==> src/rtl/alu_defs.svh <==
// instruction field positions and opcode values for the arithmetic and logic unit
`ifndef ALU_DEFS_SVH
`define ALU_DEFS_SVH

// ----------------------------------------------------------------------
// field positions
// ----------------------------------------------------------------------
`define ALU_TOP_HI      15
`define ALU_TOP_LO      14
`define ALU_GRP_HI      13
`define ALU_GRP_LO      11
`define ALU_FN_HI       10
`define ALU_FN_LO       8
`define ALU_SRC_HI      7
`define ALU_SRC_LO      4
`define ALU_DST_HI      3
`define ALU_DST_LO      0
`define ALU_IMM_HI      11
`define ALU_IMM_LO      4

// ----------------------------------------------------------------------
// opcode values
// ----------------------------------------------------------------------
`define ALU_TOP_IMM     2'h2
`define ALU_TOP_REG     2'h3
`define ALU_IMM_SUM     2'h0
`define ALU_IMM_CMP     2'h1
`define ALU_GRP_CMP     3'h5
`define ALU_GRP_WORD    3'h2
`define ALU_GRP_NARROW  3'h3
`define ALU_GRP_LOGIC   3'h4
`define ALU_FN_CMP      3'h3
`define ALU_FN_CARRY    3'h6
`define ALU_FN_COMPARE_CHAINED     3'h7

// ----------------------------------------------------------------------
// reset values
// ----------------------------------------------------------------------
`define ALU_FLAG_RST    1'h0
`define ALU_WORD_RST    16'h0000
`define ALU_ADDR_RST    4'h0

`endif

==> src/rtl/alu_pkg.sv <==
// types shared by the arithmetic and logic unit files
package alu_pkg;

  // ----------------------------------------------------------------------
  // operation class chosen by the decoder
  // ----------------------------------------------------------------------
  typedef enum logic [2:0] {
    ALU_OP_NONE   = 3'b000,  // not for this unit
    ALU_OP_IMM    = 3'b001,  // immediate sum or compare
    ALU_OP_CMP    = 3'b010,  // register compare, plain or chained
    ALU_OP_CARRY  = 3'b011,  // carry force high or low
    ALU_OP_WORD   = 3'b100,  // 16-bit register arithmetic
    ALU_OP_BYTE   = 3'b101,  // low byte arithmetic
    ALU_OP_NIBBLE = 3'b110,  // low nibble arithmetic
    ALU_OP_LOGIC  = 3'b111   // logic and bit operations
  } alu_op_t;

endpackage : alu_pkg

==> src/rtl/alu_adder.sv <==
// parameterised adder and subtractor with carry, borrow and overflow
`timescale 1ns/1ps
`default_nettype none

module alu_adder #(
  parameter int W = 16
) (
  // operands
  input  wire logic [W-1:0] i_a,
  input  wire logic [W-1:0] i_b,
  input  wire logic         i_cin,
  input  wire logic         i_sub,
  // results
  output logic      [W-1:0] o_sum,
  output logic              o_cout,
  output logic              o_ovf
);

  // ----------------------------------------------------------------------
  // one wider sum; on subtract the top bit is the borrow
  // ----------------------------------------------------------------------
  logic [W:0] wide;  // sum with carry bit

  assign wide   = i_sub ? ({1'b0, i_a} - {1'b0, i_b} - {{W{1'b0}}, i_cin})
                        : ({1'b0, i_a} + {1'b0, i_b} + {{W{1'b0}}, i_cin});
  assign o_sum  = wide[W-1:0];
  assign o_cout = wide[W];
  // signed overflow: operand signs versus result sign
  assign o_ovf  = i_sub ? ((i_a[W-1] != i_b[W-1]) && (wide[W-1] != i_a[W-1]))
                        : ((i_a[W-1] == i_b[W-1]) && (wide[W-1] != i_a[W-1]));

endmodule : alu_adder

`default_nettype wire

==> src/rtl/alu_logic.sv <==
// bitwise logic and single bit operations on a 16-bit word
`timescale 1ns/1ps
`default_nettype none

module alu_logic (
  // operands
  input  wire logic [15:0] i_dst,
  input  wire logic [15:0] i_src,
  input  wire logic [3:0]  i_field,
  input  wire logic [2:0]  i_fn,
  // result
  output logic      [15:0] o_res
);

  // ----------------------------------------------------------------------
  // masks built from the four bit field
  // ----------------------------------------------------------------------
  logic [15:0] bit_sel;   // one hot selected bit
  logic [15:0] low_keep;  // ones below the field value

  assign bit_sel  = 16'h0001 << i_field;
  assign low_keep = bit_sel - 16'h0001;

  // ----------------------------------------------------------------------
  // function select
  // ----------------------------------------------------------------------
  assign o_res = (i_fn == 3'h0) ? ~i_src :
                 (i_fn == 3'h1) ? (i_dst & i_src) :
                 (i_fn == 3'h2) ? (i_dst | i_src) :
                 (i_fn == 3'h3) ? (i_dst ^ i_src) :
                 (i_fn == 3'h4) ? (i_dst & low_keep) :
                 (i_fn == 3'h5) ? (i_dst & ~bit_sel) :
                 (i_fn == 3'h6) ? (i_dst | bit_sel) :
                                  (i_dst ^ bit_sel);

endmodule : alu_logic

`default_nettype wire

==> src/rtl/alu_unit.sv <==
// arithmetic and logic execution unit of the 16-bit soft processor
//
// Overview of operation
// - flags change on 16-bit arithmetic, not narrower
// - immediate sum adds sign-extended 8-bit constant
// - wide immediates are prefix plus immediate instruction
// - prefix byte replaces sign-extended constant upper byte
// - immediate compare subtracts, sets zero/carry, no write
// - carry force high sets, low clears carry
// - register compare subtracts, sets zero/carry, no write
// - chained compare includes incoming carry
// - copy and two's-complement copy, flags updated
// - chained copies include carry; aliases use equal fields
// - register add and subtract write destination
// - carry and borrow forms include incoming carry
// - byte copy and byte complement copy, flags kept
// - byte sum/difference on low byte only
// - nibble operations keep upper twelve bits
// - word arithmetic function codes in bits 10-8
// - logic takes two words or one bit
// - logical function codes, field and destination positions
// - not writes one's complement of source
// - and, or, xor write bitwise result
// - keep low bits zeroes the count bit and all above
// - force bit zero, one, or toggle one bit
`include "alu_defs.svh"
`timescale 1ns/1ps
`default_nettype none

module alu_unit (
  // clock and reset
  input  wire logic        I_CLK,
  input  wire logic        I_RST,
  // instruction from the decoder
  input  wire logic        I_INSTR_VALID,
  input  wire logic [15:0] I_INSTR,
  // operands from the register file
  input  wire logic [15:0] I_DST_DATA,
  input  wire logic [15:0] I_SRC_DATA,
  // upper byte prefix register
  input  wire logic        I_PREFIX_VALID,
  input  wire logic [7:0]  I_PREFIX_BYTE,
  // register write back
  output logic             O_WR_EN,
  output logic      [3:0]  O_WR_ADDR,
  output logic      [15:0] O_WR_DATA,
  // condition flags
  output logic             O_CARRY,
  output logic             O_OVERFLOW,
  output logic             O_ZERO
);

  // ----------------------------------------------------------------------
  // instruction fields
  // ----------------------------------------------------------------------
  logic [1:0]  f_top;   // bits 15-14
  logic [1:0]  f_isub;  // bits 13-12 of immediate form
  logic [2:0]  f_grp;   // bits 13-11
  logic [2:0]  f_fn;    // bits 10-8
  logic [3:0]  f_src;   // source or bit field
  logic [3:0]  f_dst;   // destination index
  logic [7:0]  f_imm;   // 8-bit constant

  assign f_top  = I_INSTR[`ALU_TOP_HI:`ALU_TOP_LO];
  assign f_isub = I_INSTR[`ALU_GRP_HI:`ALU_GRP_HI-1];
  assign f_grp  = I_INSTR[`ALU_GRP_HI:`ALU_GRP_LO];
  assign f_fn   = I_INSTR[`ALU_FN_HI:`ALU_FN_LO];
  assign f_src  = I_INSTR[`ALU_SRC_HI:`ALU_SRC_LO];
  assign f_dst  = I_INSTR[`ALU_DST_HI:`ALU_DST_LO];
  assign f_imm  = I_INSTR[`ALU_IMM_HI:`ALU_IMM_LO];

  // ----------------------------------------------------------------------
  // operation class decode
  // ----------------------------------------------------------------------
  logic              is_imm;     // immediate sum or compare
  logic              is_imm_cmp; // immediate compare
  alu_pkg::alu_op_t  op;         // decoded class

  assign is_imm     = I_INSTR_VALID && (f_top == `ALU_TOP_IMM)
                      && (f_isub == `ALU_IMM_SUM || f_isub == `ALU_IMM_CMP);
  assign is_imm_cmp = (f_isub == `ALU_IMM_CMP);

  assign op =
    !I_INSTR_VALID ? alu_pkg::ALU_OP_NONE :
    is_imm ? alu_pkg::ALU_OP_IMM :
    (f_top == `ALU_TOP_IMM && f_grp == `ALU_GRP_CMP
      && (f_fn == `ALU_FN_CMP || f_fn == `ALU_FN_COMPARE_CHAINED)) ? alu_pkg::ALU_OP_CMP :
    (f_top == `ALU_TOP_IMM && f_grp == `ALU_GRP_CMP
      && f_fn == `ALU_FN_CARRY) ? alu_pkg::ALU_OP_CARRY :
    (f_top == `ALU_TOP_REG && f_grp == `ALU_GRP_WORD)
      ? alu_pkg::ALU_OP_WORD :
    (f_top == `ALU_TOP_REG && f_grp == `ALU_GRP_NARROW && !f_fn[2])
      ? alu_pkg::ALU_OP_BYTE :
    (f_top == `ALU_TOP_REG && f_grp == `ALU_GRP_NARROW && f_fn[2])
      ? alu_pkg::ALU_OP_NIBBLE :
    (f_top == `ALU_TOP_REG && f_grp == `ALU_GRP_LOGIC)
      ? alu_pkg::ALU_OP_LOGIC :
      alu_pkg::ALU_OP_NONE;

  // ----------------------------------------------------------------------
  // immediate constant: prefix byte or sign extension on top
  // ----------------------------------------------------------------------
  logic [15:0] imm_word;  // 16-bit constant

  assign imm_word = I_PREFIX_VALID ? {I_PREFIX_BYTE, f_imm}
                                   : {{8{f_imm[7]}}, f_imm};

  // ----------------------------------------------------------------------
  // 16-bit adder operand select
  // ----------------------------------------------------------------------
  logic        word_form;  // register word arithmetic
  logic [15:0] w_a;        // first operand
  logic [15:0] w_b;        // second operand
  logic        w_cin;      // incoming carry
  logic        w_sub;      // subtract
  logic [15:0] w_sum;      // result
  logic        w_cout;     // carry or borrow out
  logic        w_ovf;      // signed overflow

  assign word_form = (op == alu_pkg::ALU_OP_WORD);
  // copies use zero as first operand; add/sub use destination
  assign w_a   = (word_form && !f_fn[1]) ? 16'h0000 : I_DST_DATA;
  assign w_b   = (op == alu_pkg::ALU_OP_IMM) ? imm_word : I_SRC_DATA;
  assign w_sub = (op == alu_pkg::ALU_OP_IMM) ? is_imm_cmp :
                 (op == alu_pkg::ALU_OP_CMP) ? 1'b1 : f_fn[0];
  assign w_cin = ((word_form && f_fn[2])
                  || (op == alu_pkg::ALU_OP_CMP && f_fn == `ALU_FN_COMPARE_CHAINED)) ? O_CARRY
                                                                   : 1'b0;

  alu_adder #(
    .W (16)
  ) u_word (
    .i_a    (w_a),
    .i_b    (w_b),
    .i_cin  (w_cin),
    .i_sub  (w_sub),
    .o_sum  (w_sum),
    .o_cout (w_cout),
    .o_ovf  (w_ovf)
  );

  // ----------------------------------------------------------------------
  // byte and nibble adders, no flags
  // ----------------------------------------------------------------------
  logic [7:0] b_a;    // byte first operand, zero for copies
  logic [3:0] n_a;    // nibble first operand, zero for copies
  logic [7:0] b_sum;  // byte result
  logic [3:0] n_sum;  // nibble result

  // copies and complement copies start from zero, sums from the destination
  assign b_a = f_fn[1] ? I_DST_DATA[7:0] : 8'h00;
  assign n_a = f_fn[1] ? I_DST_DATA[3:0] : 4'h0;

  alu_adder #(
    .W (8)
  ) u_byte (
    .i_a    (b_a),
    .i_b    (I_SRC_DATA[7:0]),
    .i_cin  (1'b0),
    .i_sub  (f_fn[0]),
    .o_sum  (b_sum),
    .o_cout (),
    .o_ovf  ()
  );

  alu_adder #(
    .W (4)
  ) u_nibble (
    .i_a    (n_a),
    .i_b    (I_SRC_DATA[3:0]),
    .i_cin  (1'b0),
    .i_sub  (f_fn[0]),
    .o_sum  (n_sum),
    .o_cout (),
    .o_ovf  ()
  );

  // ----------------------------------------------------------------------
  // logic unit
  // ----------------------------------------------------------------------
  logic [15:0] l_res;  // logic result

  alu_logic u_logic (
    .i_dst   (I_DST_DATA),
    .i_src   (I_SRC_DATA),
    .i_field (f_src),
    .i_fn    (f_fn),
    .o_res   (l_res)
  );

  // ----------------------------------------------------------------------
  // write back and flag selection
  // ----------------------------------------------------------------------
  logic        flag_word;  // all three flags from the word adder
  logic        flag_cmp;   // zero and carry only
  logic        next_wr_en;
  logic [15:0] next_wr_data;
  logic        next_carry;
  logic        next_overflow;
  logic        next_zero;

  assign flag_word = (op == alu_pkg::ALU_OP_WORD)
                     || (op == alu_pkg::ALU_OP_IMM && !is_imm_cmp);
  assign flag_cmp  = (op == alu_pkg::ALU_OP_CMP)
                     || (op == alu_pkg::ALU_OP_IMM && is_imm_cmp);

  // compares and carry forcing write no register
  assign next_wr_en = (op == alu_pkg::ALU_OP_WORD) || (op == alu_pkg::ALU_OP_BYTE)
                      || (op == alu_pkg::ALU_OP_NIBBLE) || (op == alu_pkg::ALU_OP_LOGIC)
                      || (op == alu_pkg::ALU_OP_IMM && !is_imm_cmp);

  assign next_wr_data =
    (op == alu_pkg::ALU_OP_BYTE)   ? {I_DST_DATA[15:8], b_sum} :
    (op == alu_pkg::ALU_OP_NIBBLE) ? {I_DST_DATA[15:4], n_sum} :
    (op == alu_pkg::ALU_OP_LOGIC)  ? l_res : w_sum;

  assign next_carry    = (flag_word || flag_cmp) ? w_cout :
                         (op == alu_pkg::ALU_OP_CARRY) ? f_src[0] : O_CARRY;
  assign next_overflow = flag_word ? w_ovf : O_OVERFLOW;
  assign next_zero     = (flag_word || flag_cmp) ? (w_sum == 16'h0000) : O_ZERO;

  // ----------------------------------------------------------------------
  // output registers, one cycle after the instruction
  // ----------------------------------------------------------------------
  always_ff @(posedge I_CLK)
  begin
    if (I_RST)
    begin
      O_WR_EN    <= 1'b0;
      O_WR_ADDR  <= `ALU_ADDR_RST;
      O_WR_DATA  <= `ALU_WORD_RST;
      O_CARRY    <= `ALU_FLAG_RST;
      O_OVERFLOW <= `ALU_FLAG_RST;
      O_ZERO     <= `ALU_FLAG_RST;
    end
    else
    begin
      O_WR_EN    <= next_wr_en;
      O_WR_ADDR  <= f_dst;
      O_WR_DATA  <= next_wr_data;
      O_CARRY    <= next_carry;
      O_OVERFLOW <= next_overflow;
      O_ZERO     <= next_zero;
    end
  end

  // ----------------------------------------------------------------------
  // checks
  // ----------------------------------------------------------------------
  property p_narrow_flags;
    @(posedge I_CLK) disable iff (I_RST)
    (op == alu_pkg::ALU_OP_BYTE || op == alu_pkg::ALU_OP_NIBBLE)
      |=> $stable({O_CARRY, O_OVERFLOW, O_ZERO});
  endproperty
  a_narrow_flags: assert property (p_narrow_flags)
    else $error("narrow arithmetic changed a flag");

  property p_imm_sum;
    @(posedge I_CLK) disable iff (I_RST)
    (op == alu_pkg::ALU_OP_IMM && !is_imm_cmp && !I_PREFIX_VALID)
      |=> O_WR_EN && O_WR_DATA == $past(I_DST_DATA) + {{8{$past(f_imm[7])}}, $past(f_imm)};
  endproperty
  a_imm_sum: assert property (p_imm_sum)
    else $error("immediate sum result wrong");

  property p_prefix;
    @(posedge I_CLK) disable iff (I_RST)
    (op == alu_pkg::ALU_OP_IMM && !is_imm_cmp && I_PREFIX_VALID)
      |=> O_WR_DATA == $past(I_DST_DATA) + {$past(I_PREFIX_BYTE), $past(f_imm)};
  endproperty
  a_prefix: assert property (p_prefix)
    else $error("prefix byte not used as upper constant byte");

  property p_cmp_nowrite;
    @(posedge I_CLK) disable iff (I_RST)
    (op == alu_pkg::ALU_OP_CMP || op == alu_pkg::ALU_OP_CARRY || (is_imm && is_imm_cmp))
      |=> !O_WR_EN && $stable(O_OVERFLOW);
  endproperty
  a_cmp_nowrite: assert property (p_cmp_nowrite)
    else $error("compare wrote a register or overflow");

  property p_cmp_zero;
    @(posedge I_CLK) disable iff (I_RST)
    (op == alu_pkg::ALU_OP_CMP && f_fn == `ALU_FN_CMP)
      |=> O_ZERO == ($past(I_DST_DATA) == $past(I_SRC_DATA))
          && O_CARRY == ($past(I_DST_DATA) < $past(I_SRC_DATA));
  endproperty
  a_cmp_zero: assert property (p_cmp_zero)
    else $error("register compare flags wrong");

  property p_carry_force;
    @(posedge I_CLK) disable iff (I_RST)
    (op == alu_pkg::ALU_OP_CARRY) |=> O_CARRY == $past(f_src[0]) && !O_WR_EN;
  endproperty
  a_carry_force: assert property (p_carry_force)
    else $error("carry force wrong");

  property p_byte_upper;
    @(posedge I_CLK) disable iff (I_RST)
    (op == alu_pkg::ALU_OP_BYTE) |=> O_WR_DATA[15:8] == $past(I_DST_DATA[15:8]);
  endproperty
  a_byte_upper: assert property (p_byte_upper)
    else $error("byte operation changed upper byte");

  property p_logic_flags;
    @(posedge I_CLK) disable iff (I_RST)
    (op == alu_pkg::ALU_OP_LOGIC)
      |=> O_WR_EN && $stable({O_CARRY, O_OVERFLOW, O_ZERO});
  endproperty
  a_logic_flags: assert property (p_logic_flags)
    else $error("logic operation changed a flag");

  property p_add;
    @(posedge I_CLK) disable iff (I_RST)
    (op == alu_pkg::ALU_OP_WORD && f_fn == 3'h2)
      |=> O_WR_DATA == $past(I_DST_DATA) + $past(I_SRC_DATA)
          && O_WR_ADDR == $past(f_dst);
  endproperty
  a_add: assert property (p_add)
    else $error("register add result wrong");

  // immediate compare: borrow and zero from dst minus constant, no write
  property p_imm_cmp;
    @(posedge I_CLK) disable iff (I_RST)
    (op == alu_pkg::ALU_OP_IMM && is_imm_cmp)
      |=> !O_WR_EN && O_ZERO == ($past(I_DST_DATA) == $past(imm_word))
          && O_CARRY == ($past(I_DST_DATA) < $past(imm_word));
  endproperty
  a_imm_cmp: assert property (p_imm_cmp)
    else $error("immediate compare flags or write wrong");

  // plain copy: source passes through, it can neither carry nor overflow
  property p_word_copy;
    @(posedge I_CLK) disable iff (I_RST)
    (op == alu_pkg::ALU_OP_WORD && f_fn == 3'h0)
      |=> O_WR_EN && O_WR_DATA == $past(I_SRC_DATA) && !O_CARRY && !O_OVERFLOW
          && O_ZERO == ($past(I_SRC_DATA) == 16'h0000);
  endproperty
  a_word_copy: assert property (p_word_copy)
    else $error("register copy result or flags wrong");

  // add with carry takes the flag left by the previous instruction
  property p_sum_carry;
    @(posedge I_CLK) disable iff (I_RST)
    (op == alu_pkg::ALU_OP_WORD && f_fn == 3'h6)
      |=> O_WR_DATA == $past(I_DST_DATA) + $past(I_SRC_DATA) + {15'h0000, $past(O_CARRY)};
  endproperty
  a_sum_carry: assert property (p_sum_carry)
    else $error("add with carry result wrong");

  // nibble operations must keep the upper twelve bits
  property p_nibble_upper;
    @(posedge I_CLK) disable iff (I_RST)
    (op == alu_pkg::ALU_OP_NIBBLE)
      |=> O_WR_EN && O_WR_DATA[15:4] == $past(I_DST_DATA[15:4]);
  endproperty
  a_nibble_upper: assert property (p_nibble_upper)
    else $error("nibble operation changed upper bits");

endmodule : alu_unit

`default_nettype wire

==> config.mk <==
export PLATFORM = sky130hd
export DESIGN_NAME = alu_unit
export DESIGN_NICKNAME = d
export VERILOG_FILES = /design/src/rtl/alu_pkg.sv /design/src/rtl/alu_adder.sv /design/src/rtl/alu_logic.sv /design/src/rtl/alu_unit.sv
export VERILOG_INCLUDE_DIRS = /design/src /design/src/rtl
export SDC_FILE = /design/constraint.sdc
export NUM_CORES = 1
export LEC_CHECK = 0
export ABC_AREA = 1
export BUFFER_PORTS_ARGS = -buffer_cell sky130_fd_sc_hd__buf_2
export CAP_MARGIN = 30
export CORE_ASPECT_RATIO = 0.5
export CORE_MARGIN = 2
export CORE_UTILIZATION = 40
export DETAILED_ROUTE_END_ITERATION = 8
export PLACE_DENSITY = 0.58
export SYNTH_ARGS = -nofsm -noshare
export SYNTH_HDL_FRONTEND = slang
export SYNTH_SLANG_ARGS = --single-unit
==> constraint.sdc <==
create_clock -name I_CLK -period 7.2 [get_ports I_CLK]
set_input_delay 1.44 -clock I_CLK [delete_from_list [all_inputs] [get_ports I_CLK]]
set_output_delay 1.44 -clock I_CLK [all_outputs]
set_load 0.1 [all_outputs]
==> flow_metrics.py, run 1 <==
metrics = {
    "sta": {
        "fin_worst_skew_ns": 0.00392,
        "tightest_slew_ns": 0.749,
        "max-slew-margin-rel_pct": 49.5,
        "min_period_ns": 5.39,
        "setup_viol": 0,
        "hold_violations": 0,
        "fmax_ghz": 0.185,
        "setup_tns_ns": 0,
        "drv_slew": 0,
        "grt_setup_unrepaired": "no",
        "finalCritPeriodShare_pct": 74.9,
    },
    "pwr": {
        "p_int_w": 0.000455,
        "vdd_drop_max_uv": 70.9,
        "power.switching_w": 0.000547,
        "power.density_nw_per_um2": 143,
        "leakagePower_nw": 3.81,
        "switching_share_pct": 54.6,
        "power_frac_seq_pct": 15.4,
        "pwr-share-comb_pct": 68.1,
        "power_w": 0.00100,
        "power_frac_clock_pct": 16.5,
    },
    "layout": {
        "nets": 1291,
        "area_delta_synth_final_pct": 10.8,
        "n_antenna_cell": 0,
        "regArea_sq_um": 480,
        "multi_input_area_sq_um": 5070,
        "final.fill_count": 1707,
        "drive_above_1_share_pct": 12.1,
        "final_cell_count_no_fill": 1313,
    },
    "critical_path": {
        "criticalPathCategory": "in -> reg",
        "r2r_slack_ns": 4.09,
        "worstSetupEndpointType": "flop",
        "start_kind": "primary input",
        "worstPathMaxFanout": 29,
        "arrival_ns": 5.59,
        "required_ns": 7.40,
    },
    "clock_network": {
        "htree_levels": 1,
        "cts_buffers": 3,
        "path_clk_slew_ns": 0.07,
        "post_cts_buffers": 0,
        "cts_root_buffer": "clkbuf_16",
        "clk_latency_ns": 0.26,
        "cts_tree": "yes",
        "clkSinkCount": 24,
        "clk_path_buf_depth": 2,
        "cts_resized": 0,
        "hold_buffers": 0,
    },
    "global_routing": {
        "grt_pass1_wl_um": 35600,
        "grt_pass1_vias": 6393,
        "antenna_found_initial": 0,
        "gr-total-overflow": 0,
        "grt_usage_pct": 27.1,
        "grt_start_max_net_pins": 33,
    },
    "logic_synthesis": {
        "syn_avg_cell_area_sq_um": 6.03,
        "synth-edff-count": 0,
        "ys.warnings.count": 0,
        "async_flop_share_pct": 0,
        "synth_area_leaders": "ha_1 (23%), nand2_1 (15%), inv_1 (9.1%), dfxtp_1 (7.6%), a21oi_1 (6.7%)",
        "synth_seq_area_share_pct": 7.61,
        "synthFlopType": "dfxtp_1",
        "synth_top_area_share_pct": 23.0,
        "synth_cell_types": 50,
        "yosys_register_bits": 24,
        "synth_area_sq_um": 6320,
        "synthCells": 1047,
        "synth_nets": 1228,
        "yosysTopAreaCell": "ha_1",
    },
    "job": {
        "maxCapViolations": 0,
    },
    "place": {
        "place.gp.congestion": 0.970,
        "place_inst": 1309,
        "portBuffers": 83,
        "hpwlAfterDp_um": 18800,
    },
    "routing": {
        "avgViaCountPerCell": 5.51,
        "drc": 0,
        "ant_nets": 0,
        "drtIter0Drc": 783,
        "vias": 7234,
        "wl_um": 23100,
        "first_pass_iters": 6,
        "post_drt_wl_per_cell_um": 17.6,
    },
    "floorplan": {
        "ios": 84,
        "row_count": 32,
        "die_x_um": 182,
        "initial_core_util_pct": 41.0,
        "core_area_sq_um": 15400,
        "die_area_sq_um": 16900,
        "dieHeight_um": 92.9,
    },
    "min_path": {
        "min_path_type": "reg -> reg",
    },
    "status": {
        "status": "finished clean",
    },
}
[worst max-delay path, cell delays in order]
cell and delay [ns]:
buf_2 0.16, nand4_2 0.56, nand4_2 0.33, nand2_2 0.12, nand3_4 0.21, nand2_1 0.17, fa_1 0.46, fa_1 0.40
o21ai_0 0.46, xor2_1 0.12, mux2i_1 0.41, nand2_1 0.10, nor2_1 0.11, nand3_1 0.08, nor2_1 0.11, nand3_1 0.08
nor2_1 0.11, nor2_1 0.05, nor2_1 0.08
[Yosys cell counts, drive strengths merged (3+ instances only)]
library cell  count
o2111ai           6
a21boi            3
dfxtp            24
nand3            77
or2               4
nand4             9
nor2             78
o221ai            4
o21ai            81
xor2             19
a21oi            85
o211ai           13
o2bb2ai           4
clkinv            4
clkbuf           14
xnor2             6
a31oi            10
ha              116
nor3             11
o31ai             8
nand2           261
fa                5
a22oi             5
o22ai             4
inv             164
buf              17
[flip-flops by register name, summed over array words and instances, names as in the netlist]
name	count
O_OVERFLOW	1
O_ZERO	1
O_CARRY	1
O_WR_DATA	16
O_WR_EN	1
O_WR_ADDR	4
[routing by layer]
layer | GRT usage [%] | routed length [um] | up-vias
met2 | 41.2 | 9430 | 282
met5 | 0 | 0 | -
met4 | 3.12 | 208 | 0
met1 | 41.6 | 11600 | 3359
met3 | 2.67 | 1840 | 19
li1 | - | - | 3574
[power by group through the flow]
stage	combinational (W)	sequential, W	clock, W
after floorplan	0.000370	0.000277	0
after global placement	0.000663	0.000157	0
after detailed placement	0.000666	0.000157	0
after CTS	0.000670	0.000154	0.000165
after global routing	0.000750	0.000155	0.000168
final	0.000682	0.000154	0.000165
[cell families after synthesis]
logic type               synth area share, %
multiplexers                           0.158
flip-flops                              7.61
buffers and inverters                   12.3
AND/OR/NAND/NOR                         30.6
adder cells (fa/ha/maj)                 24.6
XOR/XNOR                                3.47
AO/OA/AOI/OAI                           21.4
[layout by cell type, fill, tap and decap left out, types with 5 or more instances in the layout]
cell       instances
fa_1               5
o211ai_1          13
xnor2_1            6
nor2_1            74
a31oi_1           10
nand2_2           10
nor3_1             9
a22oi_1            5
a21oi_1           85
nand3_1           74
inv_2             11
buf_4              6
o21ai_0           76
nand4_1            7
dfxtp_1           24
xor2_1            19
ha_1             116
inv_1            153
nand2_1          249
buf_2             83
o2111ai_1          6
o31ai_1            8
[area by class of cell]
type / instances / area share [%]
tap: 204 / 3.65
sequential: 24 / 6.86
multi-input combinational: 824 / 72.4
timing repair buffer: 89 / 6.58
inverter: 168 / 9.01
clock buffer: 3 / 1.07
clock inverter: 1 / 0.429
[per-stage QoR]
stage | cell area, sq um | worst slack (ns) | utilization [%] | hold slack (ns)
after floorplan | 6320 | 2.33 | - | 0.904
after CTS | 7000 | 1.90 | 45.4 | 0.468
after global placement | 6890 | 1.75 | 44.7 | 0.453
after detailed placement | 6890 | 1.65 | 44.7 | 0.458
after global routing | 7000 | 1.37 | 45.4 | 0.484
final | 7000 | 1.81 | 45.4 | 0.464
[path summary, 6_finish.rpt]
| path | to | depth (start not counted) | start |
|---|---|---|---|
| max | O_ZERO | 19 | I_INSTR_VALID |
| min | O_OVERFLOW | 2 | O_OVERFLOW |
| max reg2reg | O_ZERO | 14 | O_CARRY |
| min reg2reg | O_OVERFLOW | 2 | O_OVERFLOW |
Note: power is estimated with default switching activity, not from simulation.
==> run 2: changes to the inputs <==
clock period = 5.3 ns   (was 7.2 ns; I/O delays follow)
==> run 2 against run 1 <==
  * Critical path depth grew 11
  * Clock power increased by 38%
  * First-iteration DRC count rose by 1.3%
  * Critical path type unchanged
  * Critical endpoint unchanged
  * Largest cell class unchanged
==> flow_metrics.py, run 2 (synthesis results as in run 1) <==
metrics = {
    "status": {
        "status": "finished clean",
    },
    "routing": {
        "vias": 7231,
        "ant_nets": 0,
        "drtIter0Drc": 793,
        "first_pass_iters": 7,
        "drc": 0,
        "avgViaCountPerCell": 5.49,
        "post_drt_wl_per_cell_um": 17.4,
        "wl_um": 23000,
    },
    "sta": {
        "setup_viol": 0,
        "hold_violations": 0,
        "grt_setup_unrepaired": "no",
        "fin_worst_skew_ns": 0.00625,
        "setup_tns_ns": 0,
        "drv_slew": 0,
        "max-slew-margin-rel_pct": 46.6,
        "tightest_slew_ns": 0.792,
        "fmax_ghz": 0.217,
        "layout_setup_ws_ns": 0.685,
        "min_period_ns": 4.62,
        "finalCritPeriodShare_pct": 87.1,
    },
    "place": {
        "place_ws_ns": 0.468,
        "place_inst": 1312,
        "portBuffers": 83,
        "hpwlAfterDp_um": 18600,
        "place.gp.congestion": 0.965,
    },
    "floorplan": {
        "dieHeight_um": 92.9,
        "core_area_sq_um": 15400,
        "die_area_sq_um": 16900,
        "die_x_um": 182,
        "row_count": 32,
        "ios": 84,
        "initial_core_util_pct": 41.0,
    },
    "pwr": {
        "power.density_nw_per_um2": 193,
        "vdd_drop_max_uv": 110,
        "leakagePower_nw": 3.83,
        "power_w": 0.00136,
    },
    "global_routing": {
        "antenna_found_initial": 0,
        "grt_usage_pct": 27.3,
        "grt_pass1_vias": 6574,
        "gr-total-overflow": 0,
        "grt_start_max_net_pins": 33,
        "grt_pass1_wl_um": 36100,
    },
    "critical_path": {
        "start_kind": "primary input",
        "arrival_ns": 4.82,
        "criticalPathCategory": "in -> reg",
        "cpMostUsedCell": "nand2_1",
        "worstSetupEndpointType": "flop",
        "cpMaxStageDelayCell": "ha_1",
        "worstPathMaxFanout": 18,
        "cp_slowest_stage_delay_ns": 0.39,
        "required_ns": 5.50,
    },
    "layout": {
        "area_delta_synth_final_pct": 11.2,
        "final_cell_mix": "nand2_1 (249), inv_1 (153), ha_1 (116), a21oi_1 (85), buf_2 (83)",
        "drive_above_1_share_pct": 12.3,
        "final.fill_count": 1671,
        "largest_reg_flops": 16,
        "final_cell_count_no_fill": 1316,
        "regMostFlops": "O_WR_DATA",
        "top_regs": "O_WR_DATA x16, O_WR_ADDR x4",
        "n_antenna_cell": 0,
        "layout_commonest_cell": "nand2_1",
        "nets": 1294,
    },
    "job": {
        "maxCapViolations": 0,
    },
    "clock_network": {
        "clk_path_buf_depth": 2,
        "post_cts_buffers": 0,
        "htree_levels": 1,
        "path_clk_slew_ns": 0.07,
        "clkSinkCount": 24,
        "cts_tree": "yes",
        "cts_root_buffer": "clkbuf_16",
        "clk_latency_ns": 0.27,
        "cts_resized": 0,
        "hold_buffers": 0,
        "cts_buffers": 3,
    },
    "min_path": {
        "min_path_type": "reg -> reg",
    },
}
[run 2: changes by cell type in the layout (fill, tap and decap cells not counted), sizes merged]
cell  delta
buf      +3
[run 2: critical path, delay by kind of cell]
kind,cells,cell delay [ns]
and+or+nand+nor,22,2.19
buffers and inverters,4,0.49
adders and majority gates,2,0.77
AOI/OAI and AO/OA,2,0.29
[run 2: through the flow]
| step | utilization [%] | hold slack (ns) | area (sq um) |
|---|---|---|---|
| global route | 45.6 | 0.501 | 7020 |
| global placement | 44.9 | 0.467 | 6920 |
| floorplan | - | 0.904 | 6320 |
| detailed placement | 44.9 | 0.469 | 6920 |
| finish | 45.6 | 0.473 | 7020 |
| CTS | 45.6 | 0.480 | 7020 |
[run 2: power by group]
group          switching [W]  internal (W)  leakage (nW)
Combinational       0.000653      0.000266          3.58
Sequential        0.00000807      0.000203         0.199
Clock              0.0000761      0.000151        0.0511
[run 2: final cells by class]
cell class / count / area (sq um) / area share (%)
sequential: 24 / 480 / 6.84
clock inverter: 1 / 30.0 / 0.428
inverter: 168 / 631 / 8.98
multi-input combinational: 824 / 5070 / 72.2
tap: 204 / 255 / 3.64
clock buffer: 3 / 75.1 / 1.07
timing repair buffer: 92 / 483 / 6.88
[run 2: path summary, 6_finish.rpt]
path               from         end  slack [ns]  depth (start not counted)
max          I_INSTR[8]      O_ZERO        0.68                         30
min          O_OVERFLOW  O_OVERFLOW        0.47                          2
max reg2reg     O_CARRY      O_ZERO        2.27                         17
min reg2reg  O_OVERFLOW  O_OVERFLOW        0.47                          2
[run 2: routing by layer]
layer,GRT usage [%],wire (um),up-vias
li1,-,-,3591
met1,41.1,11700,3403
met2,42.0,9590,221
met3,2.48,1380,16
met4,5.08,327,0
met5,0,0,-
==> run 3: changes to the inputs <==
GPL_TIMING_DRIVEN = 0   (was unset)
PLACE_DENSITY = 0.6   (was 0.58)
clock period = 3.8 ns   (was 5.3 ns; I/O delays follow)
==> run 3 against run 2 <==
  * Die area did not move
  * Non-clock buffer count rose by 47
  * Register-to-register slack got worse by 1.2 ns
  * Critical endpoint unchanged
  * Largest power group unchanged
==> flow_metrics.py, run 3 (synthesis results as in run 1) <==
metrics = {
    "floorplan": {
        "initial_core_util_pct": 41.0,
        "die_area_sq_um": 16900,
        "dieHeight_um": 92.9,
        "ios": 84,
        "die_x_um": 182,
        "row_count": 32,
        "core_area_sq_um": 15400,
    },
    "sta": {
        "fin_worst_skew_ns": 0.00538,
        "min_period_ns": 3.73,
        "fmax_ghz": 0.268,
        "drv_slew": 0,
        "setup_tns_ns": 0,
        "setup_viol": 0,
        "max-slew-margin-rel_pct": 41.1,
        "grt_setup_unrepaired": "yes",
        "layout_setup_ws_ns": 0.0701,
        "hold_violations": 0,
        "finalCritPeriodShare_pct": 98.2,
        "tightest_slew_ns": 0.880,
    },
    "layout": {
        "top_regs": "O_WR_DATA x16, O_WR_ADDR x4",
        "final_core_util_pct": 52.5,
        "area_delta_synth_final_pct": 28.0,
        "largest_reg_flops": 16,
        "final_cell_mix": "nand2_1 (221), inv_1 (145), ha_1 (97), buf_2 (85), a21oi_1 (75)",
        "nets": 1341,
        "n_antenna_cell": 0,
        "final.fill_count": 1558,
        "final_area_sq_um": 8090,
        "regMostFlops": "O_WR_DATA",
        "layout_commonest_cell": "nand2_1",
        "drive_above_1_share_pct": 23.9,
    },
    "clock_network": {
        "cts_root_buffer": "clkbuf_16",
        "clk_path_buf_depth": 2,
        "cts_buffers": 3,
        "hold_buffers": 0,
        "clk_latency_ns": 0.26,
        "path_clk_slew_ns": 0.06,
        "htree_levels": 1,
        "clkSinkCount": 24,
        "cts_tree": "yes",
    },
    "routing": {
        "ant_nets": 0,
        "wl_um": 25200,
        "drtIter0Drc": 665,
        "vias": 7588,
        "avgViaCountPerCell": 5.57,
        "post_drt_wl_per_cell_um": 18.5,
        "drc": 0,
        "first_pass_iters": 5,
    },
    "pwr": {
        "switching_share_pct": 53.0,
        "power.switching_w": 0.00113,
        "power_frac_clock_pct": 14.1,
        "power.density_nw_per_um2": 264,
        "pwr-share-comb_pct": 72.3,
        "p_int_w": 0.00100,
        "leakagePower_nw": 4.11,
        "vdd_drop_max_uv": 205,
        "power_frac_seq_pct": 13.6,
    },
    "place": {
        "place_ws_ns": -1.03,
        "place.gp.congestion": 0.964,
        "dpl_cell_area_sq_um": 7040,
        "portBuffers": 80,
        "hpwlAfterDp_um": 20400,
    },
    "min_path": {
        "min_path_type": "reg -> reg",
    },
    "global_routing": {
        "gr-total-overflow": 0,
        "grt_pass1_wl_um": 37900,
        "grt_start_max_net_pins": 15,
        "grt_pass1_vias": 7057,
        "grt_usage_pct": 28.9,
        "antenna_found_initial": 1,
    },
    "critical_path": {
        "start_kind": "primary input",
        "worstSetupEndpointType": "flop",
        "worstPathMaxFanout": 5,
        "required_ns": 4.00,
        "arrival_ns": 3.93,
        "criticalPathCategory": "in -> reg",
    },
    "status": {
        "status": "finished clean",
    },
    "job": {
        "maxCapViolations": 0,
    },
}
## run 3: worst paths after layout
check              startpoint         end  slack (ns)  cells after the start
setup / recovery  I_INSTR[15]      O_ZERO        0.07                     28
hold / removal     O_OVERFLOW  O_OVERFLOW        0.46                      2
setup reg to reg      O_CARRY      O_ZERO        1.11                     21
hold reg to reg    O_OVERFLOW  O_OVERFLOW        0.46                      2
## run 3: per-layer routing
layer | track usage (%) | wire length, um | up-vias
met5 | 0 | 12 | -
met4 | 4.61 | 483 | 2
met3 | 7.43 | 2430 | 52
met2 | 47.1 | 11100 | 286
met1 | 38.9 | 11300 | 3567
li1 | - | - | 3681
## run 3: worst max-delay path, cell delays in order
cell,delay (ns)
buf_8,0.10
nand2_8,0.06
nor2_4,0.14
nand2_2,0.10
nand3_4,0.09
nand2_4,0.08
nor2_8,0.14
nand3_4,0.12
buf_6,0.17
nand2_4,0.07
inv_4,0.04
ha_4,0.25
ha_4,0.26
a21oi_4,0.18
nor2_2,0.07
nor2_2,0.13
buf_4,0.14
nor3_4,0.04
nor2_1,0.10
nand2_1,0.10
xor2_1,0.16
nand2_1,0.08
nand2_2,0.08
nor3_2,0.14
nand4_1,0.11
nor2_1,0.12
nor2_1,0.06
nor2_1,0.08
## run 3: layout make-up
class | count | area, sq um | share of cell area [%]
well taps | 204 | 255 | 3.16
inverters | 168 | 651 | 8.05
repair buffers | 108 | 666 | 8.23
clock inverters | 1 | 30.0 | 0.371
plain buffers | 31 | 169 | 2.09
clock buffers | 3 | 75.1 | 0.928
flip-flops and latches | 24 | 480 | 5.94
multi-input cells | 824 | 5760 | 71.2
## run 3: what timing repair did
item / in CTS / in global routing
pin swaps: 25 / 46
setup endpoints to repair: 15 / 15
setup buffers: 10 / 17
cloned: 1 / 0
resized for setup: 86 / 99
## run 3: through the flow
| stage | hold slack (ns) | instances | power, W |
|---|---|---|---|
| final | 0.462 | 1363 | 0.00213 |
| after CTS | 0.466 | 1346 | 0.00199 |
| after global placement | 0.455 | 1331 | 0.00158 |
| after floorplan | 0.829 | 1047 | 0.00124 |
| after detailed placement | 0.456 | 1331 | 0.00159 |
| after global routing | 0.497 | 1363 | 0.00228 |
## run 3: power by group through the flow
stage,logic (W),registers (W),clock network [W]
after floorplan,0.000718,0.000524,0
after global placement,0.00129,0.000295,0
after detailed placement,0.00130,0.000296,0
after CTS,0.00140,0.000290,0.000306
after global routing,0.00167,0.000293,0.000321
final,0.00154,0.000290,0.000300
